$ cat config.mk
export PLATFORM = sky130hd
export DESIGN_NAME = ogt_top
export DESIGN_NICKNAME = d
export VERILOG_FILES = /design/src/verilog/ogt_pkg.sv /design/src/verilog/ogt_qual_filter.sv /design/src/verilog/ogt_irq_bank.sv /design/src/verilog/ogt_top.sv
export SDC_FILE = /design/constraint.sdc
export NUM_CORES = 1
export LEC_CHECK = 0
export BUFFER_PORTS_ARGS = -buffer_cell sky130_fd_sc_hd__buf_4
export CAP_MARGIN = 40
export CELL_PAD_IN_SITES_DETAIL_PLACEMENT = 2
export CELL_PAD_IN_SITES_GLOBAL_PLACEMENT = 2
export CORE_UTILIZATION = 25
export DETAILED_ROUTE_END_ITERATION = 12
export GPL_ROUTABILITY_DRIVEN = 0
export PLACE_DENSITY = 0.71
export SYNTH_ARGS = -nofsm -noshare
export SYNTH_HDL_FRONTEND = slang
export SYNTH_SLANG_ARGS = --single-unit
$ cat constraint.sdc
create_clock -name pclk -period 1.7 [get_ports pclk]
set_input_delay 0.085 -clock pclk [delete_from_list [all_inputs] [get_ports pclk]]
set_output_delay 0.085 -clock pclk [all_outputs]
set_load 0.05 [all_outputs]
$ cat src/verilog/ogt_pkg.sv
// Purpose: Shared constants for the output gate and trigger input block
// Assumes: pclk at 125 MHz, APB3 register access with 32-bit data
// Notes:   Times are held in their own unit, cycle counts are derived
//
// Summary of operation
// - Gate pin runs in one of six modes, set by panel or command.
// - After reset the gate pin mode is brief-low-disable.
// - Brief-low-disable: gate low for 100 us disables output, enters standby.
// - Brief-low-disable: gate high never re-enables; only key or on-command.
// - Response to a qualified gate level completes well within 200 ms.
// - High-enables: output on while gate high or open and output enabled, off while low.
// - First low-level mode: output off while gate low; high follows enable state.
// - Low latch-off: gate low latches output off until key or on-command.
// - High latch-off: gate high latches output off until key or on-command.
// - Ignored mode: gate pin level has no effect at all.
// - Trigger pin low fires one trigger event.
// - Trigger pin high rearms; no further event until rearmed.

package ogt_pkg;

  // ****************************************
  // Timing
  // ****************************************
  localparam int unsigned CLK_PERIOD_NS     = 8;
  localparam int unsigned GATE_QUAL_US      = 100;
  localparam int unsigned GATE_QUAL_CYCLES  = (GATE_QUAL_US * 1000 + CLK_PERIOD_NS - 1) / CLK_PERIOD_NS;
  localparam int unsigned TRIG_QUAL_NS      = 1000;
  localparam int unsigned TRIG_QUAL_CYCLES  = (TRIG_QUAL_NS + CLK_PERIOD_NS - 1) / CLK_PERIOD_NS;

  // ****************************************
  // Register offsets (byte addresses)
  // ****************************************
  localparam logic [7:0] MODE_OFFSET       = 8'h00;
  localparam logic [7:0] COMMAND_OFFSET    = 8'h04;
  localparam logic [7:0] STATUS_OFFSET     = 8'h08;
  localparam logic [7:0] IRQ_STATUS_OFFSET = 8'h0C;
  localparam logic [7:0] IRQ_CLEAR_OFFSET  = 8'h10;
  localparam logic [7:0] IRQ_ENABLE_OFFSET = 8'h14;
  localparam logic [7:0] TRIG_COUNT_OFFSET = 8'h18;

  // ****************************************
  // Gate mode codes
  // ****************************************
  localparam int unsigned  MODE_W                   = 3;
  localparam logic [2:0]   BRIEF_LOW_DISABLE_CODE   = 3'h0;
  localparam logic [2:0]   HIGH_ENABLES_CODE        = 3'h1;
  localparam logic [2:0]   FIRST_LOW_LEVEL_CODE     = 3'h2;
  localparam logic [2:0]   LOW_LATCH_OFF_CODE       = 3'h3;
  localparam logic [2:0]   HIGH_LATCH_OFF_CODE      = 3'h4;
  localparam logic [2:0]   IGNORED_CODE             = 3'h5;
  localparam logic [2:0]   MODE_RESET               = BRIEF_LOW_DISABLE_CODE;

  // ****************************************
  // Field positions
  // ****************************************
  localparam int unsigned CMD_ON_BIT        = 0;
  localparam int unsigned CMD_OFF_BIT       = 1;
  localparam int unsigned STAT_OUTPUT_BIT   = 0;
  localparam int unsigned STAT_LATCHED_BIT  = 1;
  localparam int unsigned STAT_GATE_BIT     = 2;
  localparam int unsigned STAT_TRIG_BIT     = 3;
  localparam int unsigned STAT_ARMED_BIT    = 4;
  localparam int unsigned IRQ_W             = 3;
  localparam int unsigned IRQ_TRIGGER_BIT   = 0;
  localparam int unsigned IRQ_GATE_OFF_BIT  = 1;
  localparam int unsigned IRQ_OUTPUT_ON_BIT = 2;
  localparam logic [2:0]  IRQ_ENABLE_RESET  = 3'h0;
  localparam logic [15:0] TRIG_COUNT_RESET  = 16'h0000;

  typedef enum logic [1:0] {
    out_standby,
    out_enabled,
    out_latched
  } ogt_out_state_type;

endpackage : ogt_pkg

$ cat src/verilog/ogt_qual_filter.sv
// Purpose: Two-flop synchroniser and stability filter for one pin
// Assumes: Pin may change at any time
// Notes:   Level follows the pin only after QUAL_CYCLES stable cycles
`timescale 1ns/1ps
`default_nettype none

module ogt_qual_filter #(
  parameter int unsigned QUAL_CYCLES = 1,
  parameter logic        IDLE_LEVEL  = 1'b1
) (
  input  wire logic pclk,
  input  wire logic presetn,
  input  wire logic pin,
  output logic      level
);

  localparam int unsigned CW = $clog2(QUAL_CYCLES + 1);

  logic          sync_first;
  logic          sync_second;
  logic [CW-1:0] stable_count;

  always_ff @(posedge pclk or negedge presetn) begin
    if (!presetn) begin
      sync_first  <= IDLE_LEVEL;
      sync_second <= IDLE_LEVEL;
    end else begin
      sync_first  <= pin;
      sync_second <= sync_first;
    end
  end

  always_ff @(posedge pclk or negedge presetn) begin
    if (!presetn) begin
      stable_count <= '0;
    end else if (sync_second == level || stable_count == CW'(QUAL_CYCLES - 1)) begin
      // Restart on every flip, so a change right after it needs a full count again
      stable_count <= '0;
    end else begin
      stable_count <= stable_count + 1'b1;
    end
  end

  always_ff @(posedge pclk or negedge presetn) begin
    if (!presetn) begin
      level <= IDLE_LEVEL;
    end else if (sync_second != level && stable_count == CW'(QUAL_CYCLES - 1)) begin
      level <= sync_second;
    end
  end

endmodule : ogt_qual_filter

`default_nettype wire

$ cat src/verilog/ogt_irq_bank.sv
// Purpose: Sticky interrupt status with write-one clear and enable mask
// Assumes: Events are one-cycle pulses
// Notes:   A set in the clearing cycle wins over the clear
`timescale 1ns/1ps
`default_nettype none

module ogt_irq_bank #(
  parameter int unsigned WIDTH = 3
) (
  input  wire logic             pclk,
  input  wire logic             presetn,
  input  wire logic [WIDTH-1:0] events,
  input  wire logic             clear_we,
  input  wire logic             enable_we,
  input  wire logic [WIDTH-1:0] wdata,
  output logic      [WIDTH-1:0] status,
  output logic      [WIDTH-1:0] enable,
  output logic                  irq
);

  always_ff @(posedge pclk or negedge presetn) begin
    if (!presetn) begin
      status <= '0;
    end else begin
      status <= (status & ~(clear_we ? wdata : '0)) | events;
    end
  end

  always_ff @(posedge pclk or negedge presetn) begin
    if (!presetn) begin
      enable <= WIDTH'(ogt_pkg::IRQ_ENABLE_RESET);
    end else if (enable_we) begin
      enable <= wdata;
    end
  end

  assign irq = |(status & enable);

endmodule : ogt_irq_bank

`default_nettype wire

$ cat src/verilog/ogt_top.sv
// Purpose: Output gate pin modes, trigger input and APB register access
// Assumes: Pins are plain logic levels; open gate pin reads high
// Notes:   Front panel mode changes and key presses arrive as pulses
//
// The implementer's own choices: the placing of the registers and the APB register port.
`timescale 1ns/1ps
`default_nettype none

module ogt_top #(
  parameter int unsigned GATE_QUAL_CYCLES = ogt_pkg::GATE_QUAL_CYCLES,
  parameter int unsigned TRIG_QUAL_CYCLES = ogt_pkg::TRIG_QUAL_CYCLES,
  parameter int unsigned COUNT_W          = 16
) (
  input  wire logic        pclk,
  input  wire logic        presetn,
  input  wire logic        psel,
  input  wire logic        penable,
  input  wire logic        pwrite,
  input  wire logic [7:0]  paddr,
  input  wire logic [31:0] pwdata,
  output logic      [31:0] prdata,
  output logic             pready,
  output logic             pslverr,
  input  wire logic        gate_pin,
  input  wire logic        external_trigger_pin,
  input  wire logic        standby_key,
  input  wire logic        panel_mode_valid,
  input  wire logic [2:0]  panel_mode,
  output logic             output_enable,
  output logic             standby,
  output logic             trigger_event,
  output logic             irq
);

  // ****************************************
  // Declarations
  // ****************************************
  logic                          gate_high;
  logic                          trig_high;
  logic [ogt_pkg::MODE_W-1:0]    gate_mode;
  ogt_pkg::ogt_out_state_type    out_state;
  ogt_pkg::ogt_out_state_type    next_out_state;
  logic                          next_output_enable;
  logic                          trigger_armed;
  logic [COUNT_W-1:0]            trigger_count;
  logic                          write_cycle;
  logic                          setup_cycle;
  logic                          addr_valid;
  logic                          mode_we;
  logic                          command_we;
  logic                          irq_clear_we;
  logic                          irq_enable_we;
  logic                          cmd_on;
  logic                          cmd_off;
  logic                          resume_request;
  logic                          latch_condition;
  logic                          level_block;
  logic                          fire_trigger;
  logic                          gate_off_event;
  logic                          output_on_event;
  logic [ogt_pkg::IRQ_W-1:0]     irq_events;
  logic [ogt_pkg::IRQ_W-1:0]     irq_status;
  logic [ogt_pkg::IRQ_W-1:0]     irq_enable;
  logic [31:0]                   read_value;
  logic [1:0]                    pin_in;
  logic [1:0]                    pin_level;

  // ****************************************
  // Pin qualification
  // ****************************************
  assign pin_in = {external_trigger_pin, gate_pin};

  generate
    for (genvar i = 0; i < 2; i++) begin : g_pin
      localparam int unsigned QUAL = (i == 0) ? GATE_QUAL_CYCLES : TRIG_QUAL_CYCLES;
      ogt_qual_filter #(
        .QUAL_CYCLES (QUAL),
        .IDLE_LEVEL  (1'b1)
      ) u_filter (
        .pclk    (pclk),
        .presetn (presetn),
        .pin     (pin_in[i]),
        .level   (pin_level[i])
      );
    end
  endgenerate

  assign gate_high = pin_level[0];
  assign trig_high = pin_level[1];

  // ****************************************
  // APB decode
  // ****************************************
  assign setup_cycle = psel && !penable;
  assign write_cycle = psel && penable && pwrite;

  always_comb begin
    case (paddr)
      ogt_pkg::MODE_OFFSET,
      ogt_pkg::COMMAND_OFFSET,
      ogt_pkg::STATUS_OFFSET,
      ogt_pkg::IRQ_STATUS_OFFSET,
      ogt_pkg::IRQ_CLEAR_OFFSET,
      ogt_pkg::IRQ_ENABLE_OFFSET,
      ogt_pkg::TRIG_COUNT_OFFSET: addr_valid = 1'b1;
      default:                    addr_valid = 1'b0;
    endcase
  end

  assign pready  = 1'b1;
  assign pslverr = psel && penable && !addr_valid;

  assign mode_we       = write_cycle && (paddr == ogt_pkg::MODE_OFFSET);
  assign command_we    = write_cycle && (paddr == ogt_pkg::COMMAND_OFFSET);
  assign irq_clear_we  = write_cycle && (paddr == ogt_pkg::IRQ_CLEAR_OFFSET);
  assign irq_enable_we = write_cycle && (paddr == ogt_pkg::IRQ_ENABLE_OFFSET);

  assign cmd_on  = command_we && pwdata[ogt_pkg::CMD_ON_BIT];
  assign cmd_off = command_we && pwdata[ogt_pkg::CMD_OFF_BIT];

  // ****************************************
  // Read data
  // ****************************************
  always_comb begin
    read_value = 32'h0000_0000;
    case (paddr)
      ogt_pkg::MODE_OFFSET: begin
        read_value[ogt_pkg::MODE_W-1:0] = gate_mode;
      end
      ogt_pkg::STATUS_OFFSET: begin
        read_value[ogt_pkg::STAT_OUTPUT_BIT]  = output_enable;
        read_value[ogt_pkg::STAT_LATCHED_BIT] = (out_state == ogt_pkg::out_latched);
        read_value[ogt_pkg::STAT_GATE_BIT]    = gate_high;
        read_value[ogt_pkg::STAT_TRIG_BIT]    = trig_high;
        read_value[ogt_pkg::STAT_ARMED_BIT]   = trigger_armed;
      end
      ogt_pkg::IRQ_STATUS_OFFSET: begin
        read_value[ogt_pkg::IRQ_W-1:0] = irq_status;
      end
      ogt_pkg::IRQ_ENABLE_OFFSET: begin
        read_value[ogt_pkg::IRQ_W-1:0] = irq_enable;
      end
      ogt_pkg::TRIG_COUNT_OFFSET: begin
        read_value[COUNT_W-1:0] = trigger_count;
      end
      default: begin
        read_value = 32'h0000_0000;
      end
    endcase
  end

  // Read data captured in the setup cycle, valid through access
  always_ff @(posedge pclk or negedge presetn) begin
    if (!presetn) begin
      prdata <= 32'h0000_0000;
    end else if (setup_cycle && !pwrite) begin
      prdata <= read_value;
    end
  end

  // ****************************************
  // Gate mode register
  // ****************************************
  // Unknown codes are ignored, register keeps its mode
  always_ff @(posedge pclk or negedge presetn) begin
    if (!presetn) begin
      gate_mode <= ogt_pkg::MODE_RESET;
    end else if (mode_we && pwdata[ogt_pkg::MODE_W-1:0] <= ogt_pkg::IGNORED_CODE) begin
      gate_mode <= pwdata[ogt_pkg::MODE_W-1:0];
    end else if (!mode_we && panel_mode_valid && panel_mode <= ogt_pkg::IGNORED_CODE) begin
      gate_mode <= panel_mode;
    end
  end

  // ****************************************
  // Gate conditions
  // ****************************************
  always_comb begin
    latch_condition = 1'b0;
    level_block     = 1'b0;
    case (gate_mode)
      ogt_pkg::BRIEF_LOW_DISABLE_CODE: begin
        latch_condition = !gate_high;
      end
      ogt_pkg::HIGH_ENABLES_CODE: begin
        level_block = !gate_high;
      end
      ogt_pkg::FIRST_LOW_LEVEL_CODE: begin
        level_block = !gate_high;
      end
      ogt_pkg::LOW_LATCH_OFF_CODE: begin
        latch_condition = !gate_high;
      end
      ogt_pkg::HIGH_LATCH_OFF_CODE: begin
        latch_condition = gate_high;
      end
      ogt_pkg::IGNORED_CODE: begin
        latch_condition = 1'b0;
      end
      default: begin
        latch_condition = 1'b0;
        level_block     = 1'b0;
      end
    endcase
  end

  // Standby key and on-command both leave latch and standby
  assign resume_request = cmd_on || standby_key;

  // ****************************************
  // Output state machine
  // ****************************************
  always_comb begin
    next_out_state = out_state;
    case (out_state)
      ogt_pkg::out_standby: begin
        if (resume_request) begin
          next_out_state = ogt_pkg::out_enabled;
        end
      end
      ogt_pkg::out_enabled: begin
        if (cmd_off || standby_key) begin
          next_out_state = ogt_pkg::out_standby;
        end
      end
      ogt_pkg::out_latched: begin
        if (resume_request) begin
          next_out_state = ogt_pkg::out_enabled;
        end
      end
      default: begin
        next_out_state = ogt_pkg::out_standby;
      end
    endcase
    // Active gate level holds or sets the latch, winning over resume
    if (latch_condition) begin
      next_out_state = ogt_pkg::out_latched;
    end
  end

  always_ff @(posedge pclk or negedge presetn) begin
    if (!presetn) begin
      out_state <= ogt_pkg::out_standby;
    end else begin
      out_state <= next_out_state;
    end
  end

  // ****************************************
  // Output drive
  // ****************************************
  assign next_output_enable = (next_out_state == ogt_pkg::out_enabled) && !level_block;

  // One cycle after a qualified level, far inside the response limit
  always_ff @(posedge pclk or negedge presetn) begin
    if (!presetn) begin
      output_enable <= 1'b0;
      standby       <= 1'b1;
    end else begin
      output_enable <= next_output_enable;
      standby       <= !next_output_enable;
    end
  end

  // ****************************************
  // Trigger input
  // ****************************************
  assign fire_trigger = trigger_armed && !trig_high;

  always_ff @(posedge pclk or negedge presetn) begin
    if (!presetn) begin
      trigger_armed <= 1'b1;
    end else if (fire_trigger) begin
      trigger_armed <= 1'b0;
    end else if (trig_high) begin
      trigger_armed <= 1'b1;
    end
  end

  always_ff @(posedge pclk or negedge presetn) begin
    if (!presetn) begin
      trigger_event <= 1'b0;
    end else begin
      trigger_event <= fire_trigger;
    end
  end

  always_ff @(posedge pclk or negedge presetn) begin
    if (!presetn) begin
      trigger_count <= COUNT_W'(ogt_pkg::TRIG_COUNT_RESET);
    end else if (fire_trigger) begin
      trigger_count <= trigger_count + 1'b1;
    end
  end

  // ****************************************
  // Interrupts
  // ****************************************
  assign gate_off_event  = output_enable && !next_output_enable &&
                           (latch_condition || level_block);
  assign output_on_event = !output_enable && next_output_enable;

  always_comb begin
    irq_events                            = '0;
    irq_events[ogt_pkg::IRQ_TRIGGER_BIT]   = fire_trigger;
    irq_events[ogt_pkg::IRQ_GATE_OFF_BIT]  = gate_off_event;
    irq_events[ogt_pkg::IRQ_OUTPUT_ON_BIT] = output_on_event;
  end

  ogt_irq_bank #(
    .WIDTH (ogt_pkg::IRQ_W)
  ) u_irq (
    .pclk      (pclk),
    .presetn   (presetn),
    .events    (irq_events),
    .clear_we  (irq_clear_we),
    .enable_we (irq_enable_we),
    .wdata     (pwdata[ogt_pkg::IRQ_W-1:0]),
    .status    (irq_status),
    .enable    (irq_enable),
    .irq       (irq)
  );

endmodule : ogt_top

`default_nettype wire

Word level (Yosys, flattened, before mapping)
Index checks and enable logic that the tools add are counted.

Add/sub/neg operators: 3. Reductions and logical operators: 45. $lt $le $gt $ge: 2. Bitwise logic cells: 4. Mux-type cells: 17. Equal/unequal tests: 19.

Operators by type and width (count): $eq 8x5->1 const B (3); $logic_and 1x1->1 (21); $add 16x1->16 const B (1); $eq 8x4->1 const B (2); $pmux 3 s5 (1); $add 14x1->14 const B (1); $eq 14x14->1 const B (1); $mux 14 (1); $mux 11 (1); $logic_not 1->1 (9); $mux 3 (3); $eq 8x3->1 const B (1); $logic_not 8->1 (1); $pmux 2 s2 (2); $add 7x1->7 const B (1); $eq 7x7->1 const B (1); $mux 7 (1); $reduce_or 7->1 (1); $and 3x3->3 (2); $eq 3x2->1 const B (2); $le 3x3->1 const B (2); $mux 2 (3); $reduce_or 2->1 (3); $logic_or 1x1->1 (5); other kinds (14) (21).

Word-level logic and storage cells: 108. Register bits: 74.

Depth between registers and ports, before layout
Word-level depth: 14. Gate-level depth with buffers: 6. Gate-level depth less buffers: 5.

Modules after synthesis
Synthesis repeated with hierarchy kept, for this count alone.

Cell total of the unflattened synthesis: 333. Area, all modules: 3652.3 µm².

Modules (own cells, without submodules): ogt_top (sequential area each 1028.5 µm², times used 1, cells each 202, area each 2155.8 µm²); ogt_qual_filter (g_pin[0].u_filter) (sequential area each 429.2 µm², times used 1, cells each 77, area each 825.8 µm²); ogt_qual_filter (g_pin[1].u_filter) (sequential area each 254.0 µm², times used 1, cells each 37, area each 439.2 µm²); ogt_irq_bank (sequential area each 150.1 µm², times used 1, cells each 17, area each 231.5 µm²).

Worst setup path before layout
OpenSTA, ideal clock, no wires.

Kind: reg-to-reg. Start: reg g_pin[0].u_filter.stable_count[0]. End: reg g_pin[0].u_filter.stable_count[10]. Arrival: 1.409 ns. Buffers on the path: 1. Data required time: 1.568 ns. Period minus slack after synthesis: 1.541 ns. Cell stages (with the launch flop): 7. Path slack: 0.159 ns. Path through: dfrtp_1 > ha_1 > and2_1 > nand4_1 > nand2_1 > clkbuf_1 > nor2_1.

Word-level cells in the longest chain between the ends: 3. Elaborated cells on any way between the ends: 4.

Ends and longest elaborated chain: start: declaration (RTL line ogt_qual_filter.sv:21) `logic [CW-1:0] stable_count;`; start signal: assignment (RTL line ogt_qual_filter.sv:40) `stable_count <= stable_count + 1'b1;`; branches (longest 2 deep; another with $add 14x1->14); $mux 14 (*) (RTL line ogt_qual_filter.sv:36) `end else if (sync_second == level || stable_count == CW'(QUAL_CYCLES - 1)) begin`.

Every way passes the cells marked *. A chain may end at the register's enable or synchronous reset.

Worst setup path in the final report
Start: reg g_pin[0].u_filter.stable_count[7]. End: reg g_pin[0].u_filter.stable_count[13].

The elaborated chain is that of the path after synthesis.

==> out/metrics.cfg <==
[setup_path]
slowest_stage = or4_1
cp_max_fo = 4
arrival_ns = 1.86
cp.required_ns = 1.97
timing_worst_setup_path_type = reg2reg
cp-end-kind = register
path_cells = and3_2 > nand3_1 > or4_1 > a21oi_1
max_stage_delay_ns = 0.55
startpoint_type = register
reg2regPathDepth = 4

[yosys]
synth-edff-count = 0
yosysSeqAreaShare_pct = 51.8
synth_compound_area_share_pct = 11.2
synthMuxAreaShare_pct = 2.75
synth.cell_area_mm2 = 0.00360
avgSynthCellArea_um2 = 10.9
synth_xor_area_share_pct = 7.55
ys.flop_type = dfrtp_1
ys_types = 58
synth_top_family_by_area = simple AND/OR/NAND/NOR gates
yosysMostFrequentCell = dfrtp_1
synthTopCellsByCount = dfrtp_1 (66), nor2_1 (23), nand2_1 (19), xor2_1 (19), buf_4 (17)
yosysTopAreaCellShare_pct = 45.9
synth_warnings = 0
synthAdderAreaFrac_pct = 1.39
synth_top_cells_by_area = dfrtp_1 (46%), dfstp_2 (5.8%), xor2_1 (4.6%), buf_4 (3.5%), a22o_1 (2.9%)
synth_largest_area_cell = dfrtp_1
synthArstFlopShare_pct = 100
synth_simple_gate_area_share_pct = 19.4
syn_inst = 329
synth.ff_latch_count = 74

[pwr]
cellPowerDensity_mw_per_mm2 = 961
max-vdd-ir-drop_mv = 0.535
power.total_mw = 4.32
leakage_nw = 2.03

[placement]
dp_slack_ns = 0.0672
place_hpwl_um = 7170
portBuffers = 43

[detailed_routing]
first_pass_iters = 4
route.detailed.drc = 0
finalWirelength_um = 10100
avgViaCountPerCell = 4.86
ant_nets = 0
first_iter_violations = 118
vias = 2778
drt-wirelength-per-cell_um = 17.6

[sta]
drv_slew = 0
fin_tns_setup_ns = 0
setup_ws_ns = 0.115
relSlewSlack_pct = 61.9
clock.fmax_mhz = 631
post-route-period-util_pct = 93.3
rsz0062_at_grt = yes
fin_crit_ns = 1.59
setup_viol = 0
clock_skew_ns = 0.00451
hold_viol = 0
tightest_slew_ns = 0.572

[global_route]
grt_max_degree = 43
grt-ovfl-total = 0
track_usage_pct = 14.8
grt_antenna_before_repair = 0
grt_pass1_vias = 3196
grt_pass1_wl_um = 16600

[clock_network]
cts_made_buffers = 9
post_cts_buffers = 0
h-tree-depth = 3
cts_max_path_buffers = 2
cts_tree = done
root_buffer = clkbuf_16
cts_sinks = 74
clk_pin_slew_ns = 0.06
clock_latency_ns = 0.34

[floorplanning]
design.die.area_mm2 = 0.0149
ios = 90
rows = 43
die_h_um = 122
die_w_um = 122
initial_core_util_pct = 25.8
core_region_area_mm2 = 0.0139

[final_layout]
drive_gt1_share_pct = 26.0
regArea_mm2 = 0.00186
multiInputGateArea_mm2 = 0.00159
n_fill_cell = 1511
fin_util_pct = 32.2
nets = 443
antenna_cells = 0
area_growth_pct = 24.8

[status]
status = finished, final reports clean

[worst_hold_path]
holdPathStages = 2
holdCritPathClass = in2reg

[flow_run]
cap_violations = 0

[per-layer routing]
metal / GRT usage (%) / up-vias / wire length, µm
met5: 0 / - / 0
met4: 5.94 / 0 / 206
met3: 3.79 / 17 / 353
met2: 25.5 / 54 / 5140
met1: 17.5 / 1426 / 4360
li1: - / 1281 / -
[path summary, 6_finish.rpt]
check,to,slack (ns),start
min in group asynchronous,g_pin[0].u_filter.stable_count[2],0.28,presetn
worst max-delay path,g_pin[0].u_filter.stable_count[13],0.11,g_pin[0].u_filter.stable_count[7]
worst min register to register,g_pin[0].u_filter.sync_second,0.35,g_pin[0].u_filter.sync_first
worst min-delay path,gate_mode[0],0.03,panel_mode[0]
max in group asynchronous,prdata[1],0.86,presetn
worst max register to register,g_pin[0].u_filter.stable_count[13],0.11,g_pin[0].u_filter.stable_count[7]
[report_power, final]
part | switching (mW) | internal (mW)
clock | 0.800 | 1.18
combinational | 0.320 | 0.150
sequential | 0.0493 | 1.82
[cells in the final DEF, fill, tap and decap left out, drive strengths merged, types with 3 or more instances in the layout]
master and n:
conb 17, o221a 3, o21ai 7, or3 3, nor2 23, buf 57, a21oi 9, mux2 7
clkinvlp 3, a22oi 3, nand2b 3, dlygate4sd3 3, dfstp 8, nand3 14, a31oi 3, dfrtp 66
nand4 15, nor3 9, ha 4, xnor2 12, xor2 19, inv 7, and3 11, a22o 12
nor4 3, nor4b 3, nand2 19, clkbuf 10
[logic make-up (layout without fill, tap and decap cells)]
group / count (synthesis) / count (layout)
xor gates and xnor gates: 31 / 31
AOI/OAI and AO/OA: 53 / 53
and+or+nand+nor: 121 / 121
DFF: 74 / 74
muxes: 9 / 9
adders and majority gates: 4 / 4
other: 2 / 17
buffers and inverters: 35 / 83
[cell type report]
class	count	share of cell area (%)
repair buffers	60	10.8
well taps	180	5.02
multi-input cells	235	35.3
clock inverters	6	1.48
flip-flops and latches	74	41.5
inverters	7	0.585
clock buffers	10	5.32
[flip-flops by register name, indices dropped and copies added (netlist names)]
name                         count
trigger_armed                    1
u_irq.enable                     3
g_pin.u_filter.sync_second       2
u_irq.status                     3
g_pin.u_filter.stable_count     21
prdata                          16
standby                          1
g_pin.u_filter.level             2
g_pin.u_filter.sync_first        2
trigger_event                    1
gate_mode                        3
trigger_count                   16
out_state                        2
output_enable                    1
[stage by stage]
| step | hold WS, ns | cells | area (µm²) |
|---|---|---|---|
| after floorplan | -0.211 | 344 | 3650 |
| after global placement | 0.115 | 553 | 4150 |
| after detailed placement | 0.128 | 553 | 4150 |
| after CTS | 0.0149 | 572 | 4490 |
| after global routing | 0.0252 | 572 | 4490 |
| final | 0.0297 | 572 | 4490 |
[worst max-delay path: cells and delay by family, from the launching register on]
kind	cells	cell delay, ns
flops	1	0.40
simple gates	3	0.96
compound gates	1	0.15
[repair_timing]
| item | 4_1_cts | 5_1_grt |
|---|---|---|
| hold buffers | 3 | 0 |
| resized for setup | 0 | 2 |
| hold endpoints to repair | 34 | 0 |
| setup endpoints to repair | 0 | 3 |
(Power assumes the default switching activity.)
